### src/rtl/pll_ctrl_pkg.sv
package pll_ctrl_pkg;

   // Register byte offsets
   localparam logic [7:0] ADDR_CTRL     = 8'h00;
   localparam logic [7:0] ADDR_STATUS   = 8'h04;
   localparam logic [7:0] ADDR_INSEL    = 8'h08;
   localparam logic [7:0] ADDR_CFG_BASE = 8'h20;
   localparam logic [7:0] ADDR_CFG_LAST = 8'h3c;

   // Configuration word count and indices
   localparam int       CFG_WORDS   = 8;
   localparam logic [2:0] CFG_LOOPBW  = 3'h0;
   localparam logic [2:0] CFG_FASTBW  = 3'h1;
   localparam logic [2:0] CFG_INDIV   = 3'h2;
   localparam logic [2:0] CFG_FBDIV   = 3'h3;
   localparam logic [2:0] CFG_FRACDIV = 3'h4;
   localparam logic [2:0] CFG_XPT     = 3'h5;
   localparam logic [2:0] CFG_RDIV0   = 3'h6;
   localparam logic [2:0] CFG_RDIV1   = 3'h7;
   localparam logic [2:0] CFG_LAST    = 3'h7;

   // Control register bit positions
   localparam int CTRL_HARD  = 0;
   localparam int CTRL_SOFT  = 1;
   localparam int CTRL_FAST  = 2;
   localparam int CTRL_AUTO  = 3;
   localparam int CTRL_STORE = 4;

   // Bandwidth codes: 0 is 0.1 Hz, 15 is 4 kHz, 6 is 100 Hz
   localparam logic [4:0] BW_MAX_CODE     = 5'h0f;
   localparam logic [4:0] LOOPBW_MIN_CODE = 5'h00;
   localparam logic [4:0] FASTBW_MIN_CODE = 5'h06;

   // Bus encodings
   localparam logic [1:0] HTRANS_NONSEQ = 2'h2;
   localparam logic       HRESP_OKAY    = 1'b0;

   // Reset values of control fields
   localparam logic       RST_FAST   = 1'b0;
   localparam logic       RST_AUTO   = 1'b0;
   localparam logic [1:0] RST_MANSEL = 2'h0;

   // PLL modes, Gray along free-run, acquire, locked, holdover
   typedef enum logic [1:0] {
      MODE_FREERUN  = 2'h0,
      MODE_ACQUIRE  = 2'h1,
      MODE_LOCKED   = 2'h3,
      MODE_HOLDOVER = 2'h2
   } mode_t;

   // Nonvolatile sequencer states
   typedef enum logic [1:0] {
      SEQ_IDLE  = 2'h0,
      SEQ_LOAD  = 2'h1,
      SEQ_STORE = 2'h3
   } seq_t;

   // Factory contents of unprogrammed nonvolatile words
   function automatic logic [31:0] factoryWord(input logic [2:0] idx);
      case (idx)
         CFG_LOOPBW:  factoryWord = 32'h0000_0004;
         CFG_FASTBW:  factoryWord = 32'h0000_000a;
         CFG_XPT:     factoryWord = 32'h0000_0004;
         default:     factoryWord = 32'h0000_0001;
      endcase
   endfunction : factoryWord

   // Keep a bandwidth code inside its legal span
   function automatic logic [4:0] clampBw(input logic [31:0] w,
                                          input logic [4:0]  lo);
      if (w > {27'h0, BW_MAX_CODE})
         clampBw = BW_MAX_CODE;
      else if (w[4:0] < lo)
         clampBw = lo;
      else
         clampBw = w[4:0];
   endfunction : clampBw

endpackage : pll_ctrl_pkg

### src/rtl/nvm_port_if.sv
`timescale 1ns/10ps
interface nvm_port_if;
   logic        rdEn;    // Read request
   logic        wrEn;    // Program request
   logic [2:0]  addr;    // Word index
   logic [31:0] wrData;  // Word to program
   logic [31:0] rdData;  // Registered read word

   modport ctrl (output rdEn, output wrEn, output addr, output wrData,
                 input rdData);
   modport mem  (input rdEn, input wrEn, input addr, input wrData,
                 output rdData);
endinterface : nvm_port_if

### src/rtl/nvm_store.sv
`timescale 1ns/10ps
module nvm_store
   import pll_ctrl_pkg::*;
(
   input wire logic clk,
   input wire logic rst,
   nvm_port_if.mem  port
);

   logic [31:0]          mem [CFG_WORDS];  // Programmed words
   logic [CFG_WORDS-1:0] written;          // Word has been programmed
   logic [CFG_WORDS-1:0] next_written;
   logic [31:0]          rdWord;           // Read data register
   logic [31:0]          next_rdWord;

   ////////////////////////////////////////////////////////////////////
   // Only power-on clears the programmed map; device resets keep it
   always_comb begin
      next_written = written;
      next_rdWord  = rdWord;
      if (port.wrEn) begin
         next_written[port.addr] = 1'b1;
      end
      if (port.rdEn) begin
         next_rdWord = written[port.addr] ? mem[port.addr]
                                          : factoryWord(port.addr);
      end
   end

   // Map and read register
   always_ff @(posedge clk) begin
      if (rst) begin
         written <= '0;
         rdWord  <= '0;
      end else begin
         written <= next_written;
         rdWord  <= next_rdWord;
      end
   end

   // Array itself has no reset, as a real store would not
   always_ff @(posedge clk) begin
      if (port.wrEn) begin
         mem[port.addr] <= port.wrData;
      end
   end

   assign port.rdData = rdWord;

endmodule : nvm_store

### src/rtl/ref_select.sv
`timescale 1ns/10ps
module ref_select
   import pll_ctrl_pkg::*;
(
   input  wire logic       clk,
   input  wire logic       rst,
   input  wire logic [3:0] inputValid,
   input  wire logic       autoMode,
   input  wire logic [1:0] manualSel,
   output logic      [1:0] selInput,
   output logic            selValid
);

   logic [1:0] next_selInput;  // Chosen reference
   logic       next_selValid;  // Chosen reference is usable

   ////////////////////////////////////////////////////////////////////
   // Auto keeps a still valid input to avoid needless switching
   always_comb begin
      next_selInput = selInput;
      if (!autoMode) begin
         next_selInput = manualSel;
      end else if (!inputValid[selInput]) begin
         for (int i = 3; i >= 0; i--) begin
            if (inputValid[i]) begin
               next_selInput = 2'(i);
            end
         end
      end
      next_selValid = inputValid[next_selInput];
   end

   // Selection registers
   always_ff @(posedge clk) begin
      if (rst) begin
         selInput <= RST_MANSEL;
         selValid <= 1'b0;
      end else begin
         selInput <= next_selInput;
         selValid <= next_selValid;
      end
   end

endmodule : ref_select

### src/rtl/pll_mode_ctrl.sv
// Notes on behaviour
// - Power-up loads registers from nonvolatile store
// - No bus access before initialization ends
// - Output clocks stay off during initialization
// - Hard reset reloads store, resets everything
// - Hard reset by pin or control bit
// - Soft reset only applies written configuration
// - Exactly one of four modes once initialized
// - Loop bandwidth code spans 0.1 Hz-4 kHz
// - Fastlock bandwidth used while acquiring lock
// - Normal bandwidth restored once lock achieved
// - Reference chosen manually or automatically
// - Frequency plan writable and storable
// - Crosspoint source plus integer divider per output
// - Free-run entered right after initialization
// - Valid input starts lock acquisition
// - Holdover when selected input lost while locked, none else
// - Valid input in holdover restarts acquisition
//
// The AHB-Lite register port and the register offsets are this design's own decisions.
`timescale 1ns/10ps
module pll_mode_ctrl
   import pll_ctrl_pkg::*;
(
   input  wire logic        clk,
   input  wire logic        rst,
   input  wire logic        extResetN,
   input  wire logic [3:0]  inputValid,
   input  wire logic        pllLockDet,
   input  wire logic        hsel,
   input  wire logic [31:0] haddr,
   input  wire logic [1:0]  htrans,
   input  wire logic        hwrite,
   input  wire logic [2:0]  hsize,
   input  wire logic [31:0] hwdata,
   input  wire logic        hready,
   output logic             hreadyout,
   output logic [31:0]      hrdata,
   output logic             hresp,
   output logic [1:0]       clkOutEnable,
   output logic [4:0]       loopBwCode,
   output logic [1:0]       pllMode,
   output logic [1:0]       refSelect,
   output logic [31:0]      inDiv,
   output logic [31:0]      fbDiv,
   output logic [31:0]      fracDiv,
   output logic [1:0]       outSrc0,
   output logic [1:0]       outSrc1,
   output logic [31:0]      outDiv0,
   output logic [31:0]      outDiv1
);

   ////////////////////////////////////////////////////////////////////
   // Declarations
   logic        hardReq;        // Any hard reset source this cycle
   logic        hardPulse;      // Hard reset bit written
   logic        softPulse;      // Soft reset bit written
   logic        storePulse;     // Store command written
   logic        ctrlFast;       // Fastlock enable
   logic        ctrlAuto;       // Automatic reference choice
   logic [1:0]  manSel;         // Manual reference number
   logic        dpWrite;        // Write data phase pending
   logic [7:0]  dpAddr;         // Data phase address
   logic        next_hardPulse, next_softPulse, next_storePulse;
   logic        next_ctrlFast, next_ctrlAuto, next_dpWrite;
   logic [1:0]  next_manSel;
   logic [7:0]  next_dpAddr;
   logic [31:0] next_hrdata;
   logic        addrTaken;      // Address phase accepted
   logic        cfgHit;         // Data phase hits config window
   logic [2:0]  cfgIdx;         // Config word of data phase

   seq_t        seq;            // Store sequencer state
   seq_t        next_seq;
   logic [3:0]  ptr;            // Word pointer for load/store
   logic [3:0]  next_ptr;
   logic        capValid;       // Read word arrives this cycle
   logic        next_capValid;
   logic [2:0]  capIdx;         // Index of arriving word
   logic [2:0]  next_capIdx;
   logic        initDone;       // Initialization finished
   logic        next_initDone;
   logic [31:0] cfg    [CFG_WORDS];  // Software-visible words
   logic [31:0] active [CFG_WORDS];  // Words in effect
   logic [31:0] next_cfg    [CFG_WORDS];
   logic [31:0] next_active [CFG_WORDS];

   mode_t       mode;           // Current PLL mode
   mode_t       next_mode;
   logic [4:0]  next_loopBwCode;
   logic [1:0]  next_clkOutEnable;
   logic        selValid;       // Chosen reference usable
   logic        pllLocked;      // Alias of lock detector

   nvm_port_if  nvm ();

   ////////////////////////////////////////////////////////////////////
   // Submodules
   nvm_store u_store (
      .clk  (clk),
      .rst  (rst),
      .port (nvm.mem)
   );

   ref_select u_sel (
      .clk        (clk),
      .rst        (hardReq),
      .inputValid (inputValid),
      .autoMode   (ctrlAuto),
      .manualSel  (manSel),
      .selInput   (refSelect),
      .selValid   (selValid)
   );

   assign hardReq   = rst | ~extResetN | hardPulse;
   assign pllLocked = pllLockDet;

   ////////////////////////////////////////////////////////////////////
   // Bus slave
   // no access before init
   // Gate on initDone too, so a foreign hready cannot sneak in early
   assign addrTaken = hsel & hready & initDone &
                      (htrans == HTRANS_NONSEQ);
   assign cfgHit    = (dpAddr >= ADDR_CFG_BASE) &&
                      (dpAddr <= ADDR_CFG_LAST);
   assign cfgIdx    = dpAddr[4:2];
   assign hreadyout = initDone;
   assign hresp     = HRESP_OKAY;

   // Decode, register read data at the address phase
   always_comb begin
      next_hardPulse  = 1'b0;
      next_softPulse  = 1'b0;
      next_storePulse = 1'b0;
      next_ctrlFast   = ctrlFast;
      next_ctrlAuto   = ctrlAuto;
      next_manSel     = manSel;
      next_dpWrite    = addrTaken & hwrite;
      next_dpAddr     = addrTaken ? haddr[7:0] : dpAddr;
      next_hrdata     = hrdata;
      if (dpWrite && dpAddr == ADDR_CTRL) begin
         next_hardPulse  = hwdata[CTRL_HARD];
         next_softPulse  = hwdata[CTRL_SOFT];
         next_storePulse = hwdata[CTRL_STORE];
         next_ctrlFast   = hwdata[CTRL_FAST];
         next_ctrlAuto   = hwdata[CTRL_AUTO];
      end
      if (dpWrite && dpAddr == ADDR_INSEL) begin
         next_manSel = hwdata[1:0];
      end
      if (addrTaken && !hwrite) begin
         // Unmapped words read as zero
         next_hrdata = '0;
         case (haddr[7:0])
            ADDR_CTRL:
               next_hrdata = {27'h0, 1'b0, ctrlAuto, ctrlFast, 2'h0};
            ADDR_STATUS:
               next_hrdata = {25'h0, (seq != SEQ_IDLE), selValid,
                              refSelect, mode, initDone};
            ADDR_INSEL:
               next_hrdata = {30'h0, manSel};
            default:
               if (haddr[7:0] >= ADDR_CFG_BASE &&
                   haddr[7:0] <= ADDR_CFG_LAST &&
                   haddr[1:0] == 2'h0) begin
                  next_hrdata = cfg[haddr[4:2]];
               end
         endcase
      end
   end

   always_ff @(posedge clk) begin
      if (hardReq) begin
         hardPulse  <= 1'b0;
         softPulse  <= 1'b0;
         storePulse <= 1'b0;
         ctrlFast   <= RST_FAST;
         ctrlAuto   <= RST_AUTO;
         manSel     <= RST_MANSEL;
         dpWrite    <= 1'b0;
         dpAddr     <= '0;
         hrdata     <= '0;
      end else begin
         hardPulse  <= next_hardPulse;
         softPulse  <= next_softPulse;
         storePulse <= next_storePulse;
         ctrlFast   <= next_ctrlFast;
         ctrlAuto   <= next_ctrlAuto;
         manSel     <= next_manSel;
         dpWrite    <= next_dpWrite;
         dpAddr     <= next_dpAddr;
         hrdata     <= next_hrdata;
      end
   end

   ////////////////////////////////////////////////////////////////////
   // Nonvolatile load and store sequencer
   assign nvm.rdEn   = (seq == SEQ_LOAD) && (ptr < 4'(CFG_WORDS));
   assign nvm.wrEn   = (seq == SEQ_STORE);
   assign nvm.addr   = ptr[2:0];
   assign nvm.wrData = cfg[ptr[2:0]];

   // Load words, apply soft reset, program frequency plan
   always_comb begin
      next_seq      = seq;
      next_ptr      = ptr;
      next_initDone = initDone;
      next_capValid = nvm.rdEn;
      next_capIdx   = ptr[2:0];
      next_cfg      = cfg;
      next_active   = active;
      case (seq)
         SEQ_LOAD: begin
            if (nvm.rdEn) begin
               next_ptr = ptr + 4'h1;
            end
            if (capValid) begin
               next_cfg[capIdx]    = nvm.rdData;
               next_active[capIdx] = nvm.rdData;
               if (capIdx == CFG_LAST) begin
                  next_seq      = SEQ_IDLE;
                  next_initDone = 1'b1;
               end
            end
         end
         SEQ_STORE: begin
            next_ptr = ptr + 4'h1;
            if (ptr[2:0] == CFG_LAST) begin
               next_seq = SEQ_IDLE;
            end
         end
         SEQ_IDLE: begin
            if (storePulse) begin
               next_seq = SEQ_STORE;
               next_ptr = '0;
            end
         end
         default: next_seq = SEQ_IDLE;
      endcase
      if (dpWrite && cfgHit) begin
         next_cfg[cfgIdx] = hwdata;
      end
      if (softPulse) begin
         next_active = cfg;
      end
   end

   always_ff @(posedge clk) begin
      if (hardReq) begin
         seq      <= SEQ_LOAD;
         ptr      <= '0;
         capValid <= 1'b0;
         capIdx   <= '0;
         initDone <= 1'b0;
      end else begin
         seq      <= next_seq;
         ptr      <= next_ptr;
         capValid <= next_capValid;
         capIdx   <= next_capIdx;
         initDone <= next_initDone;
      end
   end

   // Word registers, overwritten by the load that follows reset
   always_ff @(posedge clk) begin
      if (hardReq) begin
         for (int i = 0; i < CFG_WORDS; i++) begin
            cfg[i]    <= '0;
            active[i] <= '0;
         end
      end else begin
         cfg    <= next_cfg;
         active <= next_active;
      end
   end

   assign outSrc0 = active[CFG_XPT][1:0];
   assign outSrc1 = active[CFG_XPT][3:2];
   assign outDiv0 = active[CFG_RDIV0];
   assign outDiv1 = active[CFG_RDIV1];
   assign inDiv   = active[CFG_INDIV];
   assign fbDiv   = active[CFG_FBDIV];
   assign fracDiv = active[CFG_FRACDIV];

   ////////////////////////////////////////////////////////////////////
   // PLL mode machine and bandwidth choice
   always_comb begin
      next_mode = mode;
      case (mode)
         MODE_FREERUN: begin
            if (selValid) next_mode = MODE_ACQUIRE;
         end
         MODE_ACQUIRE: begin
            if (!selValid)      next_mode = MODE_FREERUN;
            else if (pllLocked) next_mode = MODE_LOCKED;
         end
         MODE_LOCKED: begin
            if (!selValid)       next_mode = MODE_HOLDOVER;
            else if (!pllLocked) next_mode = MODE_ACQUIRE;
         end
         MODE_HOLDOVER: begin
            if (selValid) next_mode = MODE_ACQUIRE;
         end
         default: next_mode = MODE_FREERUN;
      endcase
      if (!initDone) next_mode = MODE_FREERUN;
      next_loopBwCode = clampBw(active[CFG_LOOPBW], LOOPBW_MIN_CODE);
      if (mode == MODE_ACQUIRE && ctrlFast) begin
         next_loopBwCode = clampBw(active[CFG_FASTBW], FASTBW_MIN_CODE);
      end
      next_clkOutEnable = {2{initDone}};
   end

   always_ff @(posedge clk) begin
      if (hardReq) begin
         mode         <= MODE_FREERUN;
         loopBwCode   <= LOOPBW_MIN_CODE;
         clkOutEnable <= '0;
      end else begin
         mode         <= next_mode;
         loopBwCode   <= next_loopBwCode;
         clkOutEnable <= next_clkOutEnable;
      end
   end

   assign pllMode = mode;
endmodule : pll_mode_ctrl

### config.mk
export PLATFORM = sky130hd
export DESIGN_NAME = pll_mode_ctrl
export DESIGN_NICKNAME = d
export VERILOG_FILES = /design/src/rtl/pll_ctrl_pkg.sv /design/src/rtl/nvm_port_if.sv /design/src/rtl/nvm_store.sv /design/src/rtl/ref_select.sv /design/src/rtl/pll_mode_ctrl.sv
export SDC_FILE = /design/constraint.sdc
export NUM_CORES = 2
export LEC_CHECK = 0
export BUFFER_PORTS_ARGS = -buffer_cell sky130_fd_sc_hd__buf_2
export CAP_MARGIN = 20
export CORE_ASPECT_RATIO = 0.5
export CORE_MARGIN = 1
export CORE_UTILIZATION = 55
export CTS_BUF_LIST = sky130_fd_sc_hd__clkbuf_4 sky130_fd_sc_hd__clkbuf_8
export DETAILED_ROUTE_END_ITERATION = 16
export HOLD_SLACK_MARGIN = 0.15
export PLACE_DENSITY = 0.78
export SYNTH_ARGS = -nofsm -noshare
export SYNTH_HDL_FRONTEND = slang
export SYNTH_SLANG_ARGS = --single-unit
export TNS_END_PERCENT = 1
### constraint.sdc
create_clock -name clk -period 5.2 [get_ports clk]
set_input_delay 1.04 -clock clk [delete_from_list [all_inputs] [get_ports clk]]
set_output_delay 1.04 -clock clk [all_outputs]
set_load 0.01 [all_outputs]
# Yosys cells after proc, flatten, opt, wreduce, memory -nomap -nowiden
# Memories as Yosys holds them, arrays and structs flattened. A register that Yosys moved wholly into a read port is not among the register bits.
# Cells that the tools add are included.
# op_classes
addsub,1
multipliers,0
n_div,0
n_lt_le_gt_ge,19
eq_ne,21
shifts,0
muxes,60
bitwise_logic,14
n_reduce_logical,32
# op_table
op,count
$mux W256,6
$bwmux W256,3
$mux W32,8
$bmux W32 S3,2
$demux W32 S3,2
$pmux W32 S3,1
$gt A32 B4 Y1 const B,2
$mux W2,15
$mux W5,5
$eq A8 B4 Y1 const B,2
$ge A4 B4 Y1 const B,4
$ge A8 B6 Y1 const B,2
$le A8 B6 Y1 const B,2
$logic_not A8 Y1,2
$not A3 Y4,4
$logic_and A1 B1 Y1,12
$pmux W2 S3,2
$pmux W4 S3,1
$eq A3 B3 Y1 const B,3
$reduce_and A3 Y1,3
$eq A2 B2 Y1 const B,4
$eq A8 B3 Y1 const B,1
$lt A4 B1 Y1 const B,2
$mux W4,2
30 further kinds,57
# totals
register_bits,622
latchBits,0
ramBits,256
romBits,0
in_bits,80
output_inout_bits,209
word_cells,185
memories,1
# memory_table
name,words,word_bits,rd,rd_ports_with_merged_regs,wr,line_no,rtl
u_store.mem,8,32,1,1,1,nvm_store.sv:10,logic [31:0] mem [CFG_WORDS];

# Longest topological paths before layout
# depth
word_depth,10
mapped_depth,8

# Modules after synthesis
# A second synthesis with hierarchy kept.
# hier_totals
hier_cells,3655
area_unflattened_um2,38984.9
# by_module_without_submodules
mod,instances,cells_each,area_each_um2
pll_mode_ctrl,1,3089,27595.2
nvm_store,1,532,11099.4
ref_select,1,34,290.3

# Worst setup path after synthesis
# Ideal clock, no wire load.
# synth_path
path_kind,register to register
startpoint,register ptr[0]
endpoint,"memory u_store.mem[1][0], enable pin"
arrival_ns,3.979
required_time_ns,4.695
slack_ns,0.716
path_stages_with_launch,4
path_buffers,1
period_less_slack_ns,4.484
path_cell_list,dfxtp_1 buf_4 inv_1 nor4_1
# synth_lines
element,line_no,rtl
"start, declared",pll_mode_ctrl.sv:75,logic [3:0] ptr;
"start signal, assigned",pll_mode_ctrl.sv:257,ptr <= next_ptr;
"end, declared",nvm_store.sv:10,
# Straight into the memory's write port.

# Worst setup path after layout
# layout_path
startpoint,register seq[0]
endpoint,register cfg[112] (netlist name)
# layout_via
elab_chain_len,4
# layout_lines
element,line_no,rtl
"start, declared",pll_mode_ctrl.sv:73,seq_t seq;
"start signal, assigned",pll_mode_ctrl.sv:256,seq <= next_seq;
$eq A2 B1 Y1 *,pll_mode_ctrl.sv:212,case (seq)
$mux W256 *,pll_mode_ctrl.sv:212,
$bwmux W256,pll_mode_ctrl.sv:241,next_cfg[cfgIdx] = hwdata;
$mux W256 *,pll_mode_ctrl.sv:240,if (dpWrite && cfgHit) begin
"end signal, assigned",pll_mode_ctrl.sv:272,cfg <= next_cfg;
"end, declared",pll_mode_ctrl.sv:83,logic [31:0] cfg [CFG_WORDS];
# Mark *: on every way between the ends. The rest lies on a longest branch, timed or not.
# A chain may end at the register's enable or synchronous reset.

==> flow_summary.ini <==
[placed_design]
pre_cts_slack_ps = 1612
dpl.hpwl_um = 72920
portBuffers = 260
dpl.cell_count = 4509
dpl_cell_area_um2 = 39420
place.gp.congestion = 0.8786

[timing]
timing.hold.ws_ps = 473.9
fmax_ghz = 0.2697
setup_viol = 0
hold_violations = 0
post-route-period-util = 0.7130
fin_skew_ps = 37.58
slew_headroom = 0.1750
setup_tns_ps = 0
rsz0062_at_grt = no
tightest_slew_ps = 1235
timing.final.ws_setup_ps = 1492
final_max_slew_viol_count = 0
min_period_ps = 3708

[power_and_ir_drop]
finalPower_mw = 12.72
powerDensity_nw_per_um2 = 303.2
power_frac_comb = 0.033
p_sw_frac = 0.2311
p_leak_nw = 14.41
irDropWorstVdd_uv = 220.2
p_int_mw = 9.783
pwr-share-clk = 0.429
seqPwrFrac = 0.538
p_switching_mw = 2.940

[floorplanning]
die_w_um = 378.9
die_area_um2 = 72150
initial_core_util = 0.5612
row_count = 68
die_h_um = 190.4
io_pins = 289
core_um2 = 69600

[worst_setup_path]
r2r-end = cfg[112]
crit_arrival_ps = 4390
r2r_slack_ps = 1490
max_stage_delay_ps = 1110
r2r-start = seq[0]
r2r_cells = 5
start_kind = flip-flop
critPathCaptureType = flip-flop
worstPathCellList = and4bb_1, and3b_2, and2_1, a21oi_1, a211oi_1
crit_type = flip-flop to flip-flop
crit_fanout = 32
cp.required_ps = 5880
crit_path_start = seq[0]
cpMaxStageDelayCell = and4bb_1

[clock_network]
cts_root_buf = clkbuf_8
cts_buffer_depth = 3
clock_sinks = 853
post-cts-setup-buffer-count = 0
clk_pin_slew_ps = 70
postCtsHoldBufs = 0
worst_skew_pair.late_latency_ps = 790
htreeDepth = 3
numCtsBuffers = 115
cts.repair.resized = 0
cts_tree = yes

[worst_hold_path]
worstHoldStart = u_store.written[3]
hold_end = u_store.written[3]
worstHoldPathCells = 2
hold_class = flip-flop to flip-flop

[synth]
syn_area_per_cell_um2 = 10.31
yosysUniqueCellTypes = 59
synth.ff_latch_count = 853
synth_warnings = 0
yosysSeqAreaShare = 0.5028
synth_edf_count = 256
synth_cells = 3789
synth_area_um2 = 39060
synthFlopType = dfxtp_1
synthArstFlopShare = 0

[global_route]
grt_antenna_before_repair = 4
grt_pass1_wl_um = 180000
grt_use_total = 0.3266
grt_max_degree = 246
grt_overflow = 0
first_global_vias = 29760

[routing]
wire_per_inst_um = 25.58
vias_per_cell = 6.724
antenna_left = 0
dr.pass1.iters = 6
num_vias = 31820
drc_errors = 0
drt_wl_total_um = 121100
drt_iter0_drc = 4656

[run]
drv_cap = 0

[run_status]
status = complete, no violations

[finish]
final_common_cell = dfxtp_1
fill_cells = 5553
fin_util = 0.6030
final_area_um2 = 41970
final_cells = 4732
mostFrequentLayoutCells = 594 x dfxtp_1, 407 x a21oi_1, 367 x nor2_1, 264 x o21ai_0, 259 x buf_2
final_nets = 3768
area_growth_pct = 7.445
drive_gt1_frac = 0.2024
## how the worst max path moves through the flow
stage / slack [ps] / cells past startpoint / to
after floorplan: 720 / 3 / u_store.mem[1][0]
after detailed placement: 1610 / 5 / cfg[174]
after global placement: 1810 / 5 / cfg[182]
after CTS: 1570 / 5 / cfg[160]
after global routing: 1490 / 5 / cfg[60]
final: 1490 / 5 / cfg[112]
## state kept, by name (all words and copies together), names as in the netlist, 3 cells and up, named ones only
signal and cells:
hrdata 32, u_store.mem 256, ptr 4, active 64, loopBwCode 5, u_store.written 8, capIdx 3, outDiv0 32
fracDiv 32, u_store.port.rdData 32, outDiv1 32, fbDiv 32, cfg 256, dpAddr 8, inDiv 32
## critical path, delay by kind of cell (launching register included)
| kind | cells | cell delay, ps |
|---|---|---|
| simple gates | 3 | 2470 |
| compound gates | 2 | 380 |
| flops | 1 | 750 |
## per-layer routing
| layer | wire (µm) | global-route usage |
|---|---|---|
| met2 | 51910 | 0.4775 |
| met1 | 47070 | 0.4537 |
| met5 | 15 | 0 |
| met3 | 16860 | 0.08847 |
| met4 | 5195 | 0.1461 |
## synthesized netlist by cell type (all sizes together) (45+ instances only)
library cell | number | area share
dfxtp | 597 | 0.31
a21oi | 407 | 0.052
nor2 | 372 | 0.036
clkbuf | 278 | 0.028
buf | 271 | 0.046
o21ai | 264 | 0.034
a211oi | 256 | 0.053
edfxtp | 256 | 0.20
mux2i | 209 | 0.054
nand2 | 158 | 0.015
a22oi | 157 | 0.030
mux4 | 128 | 0.074
and2 | 105 | 0.017
and3 | 73 | 0.012
nor3 | 45 | 0.0060
## kinds of logic after synthesis
family          after synthesis  synth area share
mux                         369            0.1366
other cells                   1        0.00009601
simple gates                855            0.1032
fa+ha+maj                     4          0.001281
buf+inv                     558           0.07442
flops                       853            0.5028
compound gates             1149            0.1816
## area by class of cell
type	instances	area [µm²]	share of cell area
flip-flops and latches	853	19650	0.4681
clock inverters	24	173.9	0.004144
well taps	945	1182	0.02818
repair buffers	326	1967	0.04687
inverters	9	41.29	0.0009839
diodes	2	5.005	0.0001193
multi-input cells	2379	16660	0.3969
clock buffers	194	2295	0.05468
## power by group through the flow
stage	sequential, mW	clock, mW	combinational (mW)
2_1_floorplan	6.97	0	0.297
5_1_grt	6.84	5.75	0.439
3_5_place_dp	7.00	0	0.394
3_3_place_gp	7.00	0	0.386
4_1_cts	6.85	5.44	0.395
6_report	6.85	5.45	0.424
Note: power is estimated with default switching activity, not from simulation.
